## src/include/tone_pkg.sv

```systemverilog
package tone_pkg;

    localparam int DATA_W = 4;
    localparam int SEL_W = 4;
    localparam int COUNT_W = 8;
    localparam int FLAG_W = 8;
    localparam int VEC_W = 12;
    localparam int PIN_W = 4;

    // Write-strobe register selects
    localparam logic [SEL_W-1:0] SEL_INTERVAL_CTRL = 4'h0;
    localparam logic [SEL_W-1:0] SEL_TONE_CTRL = 4'h1;
    localparam logic [SEL_W-1:0] SEL_STOP_WAKE = 4'h2;
    localparam logic [SEL_W-1:0] SEL_HOLD_EN_LO = 4'h3;
    localparam logic [SEL_W-1:0] SEL_HOLD_EN_HI = 4'h4;
    localparam logic [SEL_W-1:0] SEL_IRQ_EN_LO = 4'h5;
    localparam logic [SEL_W-1:0] SEL_IRQ_EN_HI = 4'h6;
    localparam logic [SEL_W-1:0] SEL_PIN_EN = 4'h7;
    localparam logic [SEL_W-1:0] SEL_PRESET_LO = 4'h8;
    localparam logic [SEL_W-1:0] SEL_PRESET_HI = 4'h9;
    localparam logic [SEL_W-1:0] SEL_EVF_CLR_LO = 4'hA;
    localparam logic [SEL_W-1:0] SEL_EVF_CLR_HI = 4'hB;

    // Control register fields
    localparam int TONE_DIV_BIT = 0;
    localparam int TONE_SUB_BIT = 1;
    localparam int TONE_PIN_BIT = 2;
    localparam int RUN_BIT = 3;
    localparam int INTERVAL_DIV_BIT = 0;

    // Event flag positions
    localparam logic [2:0] EV_DIV0 = 3'h0;
    localparam logic [2:0] EV_INTERVAL = 3'h1;
    localparam logic [2:0] EV_PORT = 3'h2;
    localparam logic [2:0] EV_DIV1 = 3'h4;
    localparam logic [2:0] EV_TONE = 3'h7;
    localparam int HCF_TONE_BIT = 5;
    localparam logic [FLAG_W-1:0] EVENT_MASK = 8'h97;

    localparam int PRESCALE_DIV = 64;
    localparam int PRESCALE_W = 6;
    localparam logic [PRESCALE_W-1:0] PRESCALE_LAST =
        PRESCALE_W'(PRESCALE_DIV - 1);

    localparam logic [VEC_W-1:0] VEC_DIV0 = 12'h004;
    localparam logic [VEC_W-1:0] VEC_INTERVAL = 12'h008;
    localparam logic [VEC_W-1:0] VEC_PORT = 12'h00C;
    localparam logic [VEC_W-1:0] VEC_DIV1 = 12'h010;
    localparam logic [VEC_W-1:0] VEC_TONE = 12'h020;

    localparam logic [DATA_W-1:0] CTRL_RESET = 4'h0;
    localparam logic [FLAG_W-1:0] FLAGS_RESET = 8'h00;
    localparam logic [COUNT_W-1:0] COUNT_ZERO = 8'h00;

    typedef enum logic [3:0] {
        PM_RUN = 4'b0001,
        PM_HOLD = 4'b0010,
        PM_STOP = 4'b0100,
        PM_HOLD_ISR = 4'b1000
    } power_mode_e;

endpackage

```

## src/rtl/tone_timer_and_wakeup_control.sv

```systemverilog
module tone_timer_and_wakeup_control
    import tone_pkg::*;
(
    input wire logic i_clock,
    input wire logic i_rst,
    input wire logic i_wr_strobe,
    input wire logic [SEL_W-1:0] i_wr_sel,
    input wire logic [DATA_W-1:0] i_wr_data,
    input wire logic i_instr_stop,
    input wire logic i_instr_hold,
    input wire logic i_irq_enable_instr,
    input wire logic i_irq_mask_instr,
    input wire logic i_return_instr,
    input wire logic i_irq_ack,
    input wire logic i_div0_overflow,
    input wire logic i_div1_overflow,
    input wire logic i_interval_underflow,
    input wire logic i_dual_clock_slow,
    input wire logic i_waveform_gen,
    input wire logic i_sub_osc_clock,
    input wire logic [PIN_W-1:0] i_wake_input_port,
    output logic o_tone_output_pin,
    output logic o_irq_request,
    output logic [VEC_W-1:0] o_irq_vector,
    output logic o_core_run,
    output logic o_main_osc_enable,
    output logic o_interval_clock_div,
    output logic o_interval_run,
    output logic [FLAG_W-1:0] o_event_flags,
    output logic [FLAG_W-1:0] o_hold_cause_flags
);
    logic [PIN_W:0] sync_out;
    logic sub_sync;
    logic [PIN_W-1:0] port_sync;

    sync2 #(.WIDTH(PIN_W + 1)) u_sync (
        .i_clock(i_clock),
        .i_rst(i_rst),
        .i_async({i_sub_osc_clock, i_wake_input_port}),
        .o_sync(sync_out)
    );
    assign sub_sync = sync_out[PIN_W];
    assign port_sync = sync_out[PIN_W-1:0];

    // Timer group state
    logic [DATA_W-1:0] tone_ctrl_reg, tone_ctrl_next;
    logic [DATA_W-1:0] interval_ctrl_reg, interval_ctrl_next;
    logic [COUNT_W-1:0] reload_reg, reload_next;
    logic [COUNT_W-1:0] tone_count_reg, tone_count_next;
    logic [PRESCALE_W-1:0] presc_reg, presc_next;
    logic sub_prev_reg, sub_prev_next;
    logic toggle_reg, toggle_next;
    logic pin_reg, pin_next;

    // Control group state
    power_mode_e state_reg, state_next;
    logic [FLAG_W-1:0] evf_reg, evf_next;
    logic [FLAG_W-1:0] ief_reg, ief_next;
    logic [FLAG_W-1:0] hef_reg, hef_next;
    logic [FLAG_W-1:0] hcf_reg, hcf_next;
    logic [PIN_W-1:0] sef_reg, sef_next;
    logic [PIN_W-1:0] pef_reg, pef_next;
    logic [PIN_W-1:0] port_prev_reg, port_prev_next;
    logic gie_reg, gie_next;
    logic irq_reg, irq_next;
    logic [2:0] idx_reg, idx_next;
    logic [VEC_W-1:0] vec_reg, vec_next;
    logic main_off_reg, main_off_next;
    logic run_reg, run_next;
    logic osc_reg, osc_next;

    logic stopped, tone_tick, tone_active, tone_uf, tone_start;
    logic wake_fall;
    logic [FLAG_W-1:0] ev_set, ev_clr, release_ev, pending;

    function automatic logic wr(input logic [SEL_W-1:0] sel);
        wr = i_wr_strobe && (i_wr_sel == sel);
    endfunction

    // Hold cause layout differs from event layout for the tone timer
    function automatic logic [FLAG_W-1:0] to_hcf(input logic [FLAG_W-1:0] v);
        to_hcf = v & 8'h17;
        to_hcf[HCF_TONE_BIT] = v[EV_TONE];
    endfunction

    function automatic logic [VEC_W-1:0] vector_of(input logic [2:0] idx);
        case (idx)
            EV_DIV0: vector_of = VEC_DIV0;
            EV_INTERVAL: vector_of = VEC_INTERVAL;
            EV_PORT: vector_of = VEC_PORT;
            EV_DIV1: vector_of = VEC_DIV1;
            EV_TONE: vector_of = VEC_TONE;
            default: vector_of = VEC_DIV0;
        endcase
    endfunction

    assign stopped = (state_reg == PM_STOP);
    // Sub clock edge taken from second sync stage only
    assign tone_tick = tone_ctrl_reg[TONE_SUB_BIT] ?
        (sub_sync & ~sub_prev_reg) :
        (tone_ctrl_reg[TONE_DIV_BIT] ? (presc_reg == PRESCALE_LAST) : 1'b1);
    // Hold does not gate the timer, only stop does
    assign tone_active = tone_ctrl_reg[RUN_BIT] & ~stopped;
    assign tone_uf = tone_active & tone_tick &
        (tone_count_reg == COUNT_ZERO);
    assign tone_start = wr(SEL_TONE_CTRL) & i_wr_data[RUN_BIT] &
        ~tone_ctrl_reg[RUN_BIT];
    assign wake_fall = |(port_prev_reg & ~port_sync & sef_reg);

    always_comb
    begin
        tone_ctrl_next = tone_ctrl_reg;
        interval_ctrl_next = interval_ctrl_reg;
        reload_next = reload_reg;
        tone_count_next = tone_count_reg;
        presc_next = presc_reg + 1'b1;
        sub_prev_next = sub_sync;
        toggle_next = toggle_reg;
        if (wr(SEL_TONE_CTRL))
        begin
            tone_ctrl_next = i_wr_data;
        end
        if (wr(SEL_INTERVAL_CTRL))
        begin
            interval_ctrl_next = i_wr_data;
        end
        if (wr(SEL_PRESET_LO))
        begin
            reload_next[3:0] = i_wr_data;
        end
        if (wr(SEL_PRESET_HI))
        begin
            reload_next[7:4] = i_wr_data;
        end
        if (tone_start)
        begin
            tone_count_next = reload_reg;
        end
        else if (tone_active && tone_tick)
        begin
            // Period is preset plus one ticks
            if (tone_count_reg == COUNT_ZERO)
            begin
                tone_count_next = reload_reg;
            end
            else
            begin
                tone_count_next = tone_count_reg - 1'b1;
            end
        end
        if (tone_uf)
        begin
            toggle_next = ~toggle_reg;
        end
        if (stopped)
        begin
            pin_next = 1'b1;
        end
        else if (tone_ctrl_reg[TONE_PIN_BIT])
        begin
            pin_next = toggle_reg;
        end
        else
        begin
            pin_next = i_waveform_gen;
        end
    end

    always_ff @(posedge i_clock or posedge i_rst)
    begin
        if (i_rst)
        begin
            tone_ctrl_reg <= CTRL_RESET;
            interval_ctrl_reg <= CTRL_RESET;
            reload_reg <= COUNT_ZERO;
            tone_count_reg <= COUNT_ZERO;
            presc_reg <= '0;
            sub_prev_reg <= 1'b0;
            toggle_reg <= 1'b0;
            pin_reg <= 1'b0;
        end
        else
        begin
            tone_ctrl_reg <= tone_ctrl_next;
            interval_ctrl_reg <= interval_ctrl_next;
            reload_reg <= reload_next;
            tone_count_reg <= tone_count_next;
            presc_reg <= presc_next;
            sub_prev_reg <= sub_prev_next;
            toggle_reg <= toggle_next;
            pin_reg <= pin_next;
        end
    end

    always_comb
    begin
        ev_set = FLAGS_RESET;
        ev_set[EV_DIV0] = i_div0_overflow;
        ev_set[EV_INTERVAL] = i_interval_underflow;
        ev_set[EV_PORT] = |((port_sync ^ port_prev_reg) & pef_reg);
        ev_set[EV_DIV1] = i_div1_overflow;
        ev_set[EV_TONE] = tone_uf;
        ev_clr = FLAGS_RESET;
        if (i_irq_ack)
        begin
            ev_clr[idx_reg] = 1'b1;
        end
        if (wr(SEL_EVF_CLR_LO))
        begin
            ev_clr[3:0] = ev_clr[3:0] | i_wr_data;
        end
        if (wr(SEL_EVF_CLR_HI))
        begin
            ev_clr[7:4] = ev_clr[7:4] | i_wr_data;
        end
        if (tone_start)
        begin
            ev_clr[EV_TONE] = 1'b1;
        end
        // Set beats clear in the same cycle
        evf_next = ((evf_reg & ~ev_clr) | ev_set) & EVENT_MASK;
        ief_next = ief_reg;
        hef_next = hef_reg;
        sef_next = wr(SEL_STOP_WAKE) ? i_wr_data : sef_reg;
        pef_next = wr(SEL_PIN_EN) ? i_wr_data : pef_reg;
        if (wr(SEL_IRQ_EN_LO))
        begin
            ief_next[3:0] = i_wr_data;
        end
        if (wr(SEL_IRQ_EN_HI))
        begin
            ief_next[7:4] = i_wr_data;
        end
        if (wr(SEL_HOLD_EN_LO))
        begin
            hef_next[3:0] = i_wr_data;
        end
        if (wr(SEL_HOLD_EN_HI))
        begin
            hef_next[7:4] = i_wr_data;
        end
        ief_next = ief_next & EVENT_MASK;
        hef_next = hef_next & EVENT_MASK;
        port_prev_next = port_sync;
        release_ev = ev_set & hef_reg;
        hcf_next = hcf_reg & ~to_hcf(ev_clr);
        if (wr(SEL_HOLD_EN_LO) || wr(SEL_HOLD_EN_HI))
        begin
            hcf_next = hcf_next & to_hcf(hef_next);
        end
        if (state_reg == PM_HOLD || state_reg == PM_HOLD_ISR)
        begin
            hcf_next = hcf_next | to_hcf(release_ev);
        end
        pending = evf_reg & ief_reg;
        gie_next = gie_reg;
        if (i_irq_ack || i_irq_mask_instr)
        begin
            gie_next = 1'b0;
        end
        if (i_irq_enable_instr || wr(SEL_IRQ_EN_LO) || wr(SEL_IRQ_EN_HI))
        begin
            gie_next = 1'b1;
        end
        irq_next = gie_reg & (|pending) & ~stopped & ~i_irq_ack;
        idx_next = idx_reg;
        for (int i = FLAG_W - 1; i >= 0; i--)
        begin
            if (pending[i])
            begin
                idx_next = 3'(i);
            end
        end
        vec_next = vector_of(idx_next);
        main_off_next = main_off_reg;
        if (wake_fall)
        begin
            main_off_next = 1'b0;
        end
        state_next = state_reg;
        case (state_reg)
            PM_RUN:
            begin
                if (i_instr_stop && i_dual_clock_slow)
                begin
                    main_off_next = 1'b1;
                end
                else if (i_instr_stop)
                begin
                    state_next = PM_STOP;
                end
                else if (i_instr_hold && hcf_reg == FLAGS_RESET)
                begin
                    state_next = PM_HOLD;
                end
            end
            PM_HOLD:
            begin
                if (|release_ev)
                begin
                    state_next = PM_RUN;
                end
                else if (irq_reg)
                begin
                    state_next = PM_HOLD_ISR;
                end
            end
            PM_HOLD_ISR:
            begin
                if (i_return_instr)
                begin
                    state_next = (hcf_next == FLAGS_RESET) ?
                        PM_HOLD : PM_RUN;
                end
            end
            PM_STOP:
            begin
                if (wake_fall)
                begin
                    state_next = PM_RUN;
                end
            end
            default:
            begin
                state_next = PM_RUN;
            end
        endcase
        run_next = (state_next == PM_RUN) || (state_next == PM_HOLD_ISR);
        // Registered so the main oscillator enable output carries no decode glitch
        osc_next = ~main_off_next & (state_next != PM_STOP);
    end

    always_ff @(posedge i_clock or posedge i_rst)
    begin
        if (i_rst)
        begin
            state_reg <= PM_RUN;
            evf_reg <= FLAGS_RESET;
            ief_reg <= FLAGS_RESET;
            hef_reg <= FLAGS_RESET;
            hcf_reg <= FLAGS_RESET;
            sef_reg <= CTRL_RESET;
            pef_reg <= CTRL_RESET;
            port_prev_reg <= CTRL_RESET;
            gie_reg <= 1'b1;
            irq_reg <= 1'b0;
            idx_reg <= EV_DIV0;
            vec_reg <= VEC_DIV0;
            main_off_reg <= 1'b0;
            run_reg <= 1'b1;
            osc_reg <= 1'b1;
        end
        else
        begin
            state_reg <= state_next;
            evf_reg <= evf_next;
            ief_reg <= ief_next;
            hef_reg <= hef_next;
            hcf_reg <= hcf_next;
            sef_reg <= sef_next;
            pef_reg <= pef_next;
            port_prev_reg <= port_prev_next;
            gie_reg <= gie_next;
            irq_reg <= irq_next;
            idx_reg <= idx_next;
            vec_reg <= vec_next;
            main_off_reg <= main_off_next;
            run_reg <= run_next;
            osc_reg <= osc_next;
        end
    end

    assign o_tone_output_pin = pin_reg;
    assign o_irq_request = irq_reg;
    assign o_irq_vector = vec_reg;
    assign o_core_run = run_reg;
    assign o_main_osc_enable = osc_reg;
    assign o_interval_clock_div = interval_ctrl_reg[INTERVAL_DIV_BIT];
    assign o_interval_run = interval_ctrl_reg[RUN_BIT];
    assign o_event_flags = evf_reg;
    assign o_hold_cause_flags = hcf_reg;
endmodule

```

## src/rtl/sync2.sv

```systemverilog
module sync2
    import tone_pkg::*;
#(
    parameter int WIDTH = 1
)
(
    input wire logic i_clock,
    input wire logic i_rst,
    input wire logic [WIDTH-1:0] i_async,
    output logic [WIDTH-1:0] o_sync
);
    logic [WIDTH-1:0] meta_reg;

    always_ff @(posedge i_clock or posedge i_rst)
    begin
        if (i_rst)
        begin
            meta_reg <= '0;
            o_sync <= '0;
        end
        else
        begin
            meta_reg <= i_async;
            o_sync <= meta_reg;
        end
    end
endmodule

```

## config.mk

```make
export PLATFORM = sky130hd
export DESIGN_NAME = tone_timer_and_wakeup_control
export DESIGN_NICKNAME = d
export VERILOG_FILES = /design/src/include/tone_pkg.sv /design/src/rtl/tone_timer_and_wakeup_control.sv /design/src/rtl/sync2.sv
export SDC_FILE = /design/constraint.sdc
export NUM_CORES = 1
export LEC_CHECK = 0
export BUFFER_PORTS_ARGS = -buffer_cell sky130_fd_sc_hd__buf_4
export CORE_MARGIN = 4
export CORE_UTILIZATION = 35
export DETAILED_ROUTE_END_ITERATION = 12
export GPL_TIMING_DRIVEN = 0
export PLACE_DENSITY = 0.63
export SLEW_MARGIN = 20
export SYNTH_ARGS = -nofsm -noshare
export SYNTH_HDL_FRONTEND = slang
export SYNTH_SLANG_ARGS = --single-unit
```

## constraint.sdc

```tcl
create_clock -name i_clock -period 6.83 [get_ports i_clock]
set_clock_uncertainty 0.2 [all_clocks]
set_input_delay 0.3415 -clock i_clock [delete_from_list [all_inputs] [get_ports i_clock]]
set_output_delay 0.3415 -clock i_clock [all_outputs]
set_load 0.005 [all_outputs]
```

==> results.tsv <==
stage	metric	value	unit
outcome	outcome	completed	
die	die_h	121	um
clock_network	cts_max_level	3	
yosys	synth_edf_count	0	
yosys	ys_ff_latch	92	
worst_setup_path	arrival	2.47	ns
worst_setup_path	r2r_setup_slack	4.39	ns
finish	fin_nets	505	
sta	tightest_slew	0.786	ns
clock_network	insertion_delay	0.35	ns
power_and_ir_drop	power_switching	0.541	mW
yosys	yosysWarnings	0	
yosys	synthFlopType	dfrtp_1	
clock_network	ctsLongestPathBuffers	2	
worst_setup_path	endpoint_kind	flop	
die	core_area	12200	um^2
sta	rsz0062_at_grt	false	
clock_network	cts.sinks	92	
finish	n_antenna_cell	0	
sta	whs	0.0139	ns
worst_setup_path	cp_cell_sequence	inv_1 -> ha_1 -> or4b_4 -> nor2_2 -> or2_1 -> buf_2 -> buf_6 -> nor2_1 -> o21ai_1 -> o21ai_1	
worst_setup_path	crit_family	simple AND/OR/NAND/NOR gates	
sta	setup_viol	0	
yosys	syn_area_per_cell	11.3	um^2
power_and_ir_drop	intPower	1.27	mW
drt	via_per_inst	5.04	
job	cap_violations	0	
worst_setup_path	slowest_stage	or4b_4	
worst_setup_path	cp_num_buf_inv	3	
grt	grt_pass1_vias	3203	
worst_hold_path	hp-class	in -> reg	
power_and_ir_drop	finalPower	1.81	mW
grt	grt_first_pass_wirelength	16800	um
sta	period_share	35.8	%
grt	overflow	0	
die	rows	40	
worst_setup_path	crit_start	tone_count_reg[0]$_DFFE_PP0P_	
clock_network	cts_root_buffer	clkbuf_16	
power_and_ir_drop	ir_drop	0.000165	V
yosys	ys_types	74	
grt	antenna_found_initial	0	
yosys	yosysSeqAreaShare	52.0	%
worst_setup_path	crit_top_cell	o21ai_1	
power_and_ir_drop	seqPwrFrac	42.8	%
die	pin_count	61	
drt	postRouteAntennaNets	0	
yosys	async_reset_ff_share	100	%
yosys	synth_top_cell_by_area	dfrtp_1	
worst_setup_path	cp.required	6.85	ns
die	die_x	121	um
yosys	synth_cells	394	
worst_setup_path	critPathMaxStageDelay	0.49	ns
finish	layout-area-overhead-vs-synth	23.8	%
worst_hold_path	worstHoldStart	i_waveform_gen	
drt	drc	0	
grt	track_usage	14.7	%
drt	dr.first_iter.drc_count	204	
grt	grt_max_degree	54	
sta	maxSlewViolCount	0	
drt	dr_total_vias	3249	
sta	slew_headroom	47.6	%
power_and_ir_drop	swShare	29.9	%
clock_network	clkSlewWorstSetupHoldPaths	0.06	ns
sta	tns	0	ns
placement	gp_congestion	0.867	
placement	placedInstanceArea	5080	um^2
die	dieArea	14600	um^2
die	start_util	36.4	%
sta	hold_violations	0	
yosys	synth_area	4440	um^2
worst_setup_path	startpoint_type	flop	
finish	drive_gt1_share	29.1	%
placement	portBuffers	48	
worst_setup_path	rr_startpoint	tone_count_reg[0]$_DFFE_PP0P_	
power_and_ir_drop	power_density	329	nW/um^2
power_and_ir_drop	p_comb_share	26.4	%
clock_network	cts-buffers-inserted	9	
finish	final_area	5500	um^2
placement	dp_hpwl	7360	um
drt	wl_per_cell	15.6	um
drt	drt-total-wl	10100	um
worst_setup_path	path_max_fanout	10	
yosys	synthTopCellsByArea	dfrtp_1, mux2_2, dfstp_2, buf_4, inv_1	
power_and_ir_drop	p_leak	2.48	nW
power_and_ir_drop	clock_power_share	30.8	%
clock_network	cts_tree	done	
worst_setup_path	crit_type	reg -> reg	
sta	period_needed	2.44	ns
yosys	netlist.area_leader.share	49.0	%
drt	dr.pass1.iters	5	
sta	max_clock_freq	409	MHz
stage by stage:
stage,util (%),setup WS (ns),std cells
finish,45.0,4.39,645
global route,45.0,4.24,645
CTS,45.0,4.41,645
detailed placement,41.6,4.36,621
global placement,41.4,2.84,620
floorplan,-,3.90,404
power groups by stage:
stage / clock network [mW] / registers (mW) / logic (mW)
floorplan: 0 / 0.756 / 0.330
global placement: 0 / 0.778 / 0.463
detailed placement: 0 / 0.784 / 0.476
CTS: 0.566 / 0.775 / 0.482
global route: 0.591 / 0.792 / 0.534
finish: 0.557 / 0.775 / 0.477
worst reg2reg max path, cell delays in order (launching register included):
cell     delay (ns)
dfrtp_1        0.39
inv_1          0.11
ha_1           0.21
or4b_4         0.49
nor2_2         0.24
or2_1          0.13
buf_2          0.17
buf_6          0.16
nor2_1         0.06
o21ai_1        0.11
o21ai_1        0.07
cells in the mapped netlist (7+ instances only):
master and number:
nor3b_1 8, nand3_1 12, buf_2 7, nor2_1 15, dfrtp_1 87, o21ai_0 11
inv_1 23, nor3_1 10, mux2_2 26, nor4b_1 7, a21oi_1 11, buf_4 12
nand2b_1 9, nand2_1 23
layout make-up:
type                    count  area (um^2)
fillers                  1171         6710
well taps                 168          210
clock buffers              13          270
flip-flops and latches     92         2310
multi-input cells         263         1920
clock inverters             3         67.6
inverters                  23         88.8
repair buffers             57          468
plain buffers              26          166
cells in the final DEF, fill, tap and decap left out, types with 3 or more instances in the layout:
master,netlist,routed
a31oi_1,6,6
nor4b_1,7,7
dlygate4sd3_1,0,8
buf_4,12,60
o21ai_0,11,11
o21ai_1,6,6
clkbuf_8,0,3
conb_1,1,11
a21o_1,5,5
nor2_1,15,15
ha_1,6,6
nor2b_1,6,6
buf_2,7,7
clkbuf_1,5,6
nand2_1,23,23
and2_1,4,4
a21oi_1,11,11
nand3_1,12,12
a22o_1,3,3
inv_1,23,22
o22ai_1,3,3
nand2b_1,9,9
clkbuf_16,0,9
nor3b_1,8,8
xnor2_1,6,6
o21a_1,3,3
nor3_1,10,10
or3_1,3,3
nor4bb_1,4,4
dfrtp_1,87,87
mux2_2,26,26
and3_1,5,5
nand3b_1,4,4
dfstp_2,5,5
path summary, 6_finish.rpt:
| kind | endpoint | depth (start not counted) |
|---|---|---|
| hold reg to reg | u_sync.o_sync[1]$_DFF_PP0_ | 0 |
| max in group asynchronous | o_core_run$_DFF_PP1_ | 4 |
| setup reg to reg | tone_count_reg[4]$_DFFE_PP0P_ | 10 |
| setup / recovery | tone_count_reg[4]$_DFFE_PP0P_ | 10 |
| min in group asynchronous | presc_reg[0]$_DFF_PP0_ | 3 |
| hold / removal | o_tone_output_pin$_DFF_PP0_ | 3 |
what timing repair did:
action,CTS,global route
hold buffers,8,0
resized for setup,0,0
hold endpoints to repair,44,0
buffers inserted,0,0
metal layers:
layer  share of wire [%]  up-vias  global-route usage [%]
met5                   0        -                       0
li1                    -     1551                       -
met3                 6.6       19                    4.40
met2                  45      107                    21.2
met1                  46     1572                    20.5
met4                 2.7        0                    6.02
kinds of logic after synthesis:
group,Yosys count,synth area share [%]
buffers and inverters,49,5.69
xor gates and xnor gates,8,1.58
and+or+nand+nor,131,18.5
AOI/OAI and AO/OA,78,13.2
muxes,28,7.04
adders and majority gates,7,1.91
DFF,92,52.0
other,1,0.0844
Power figures use the tool's default switching activity.
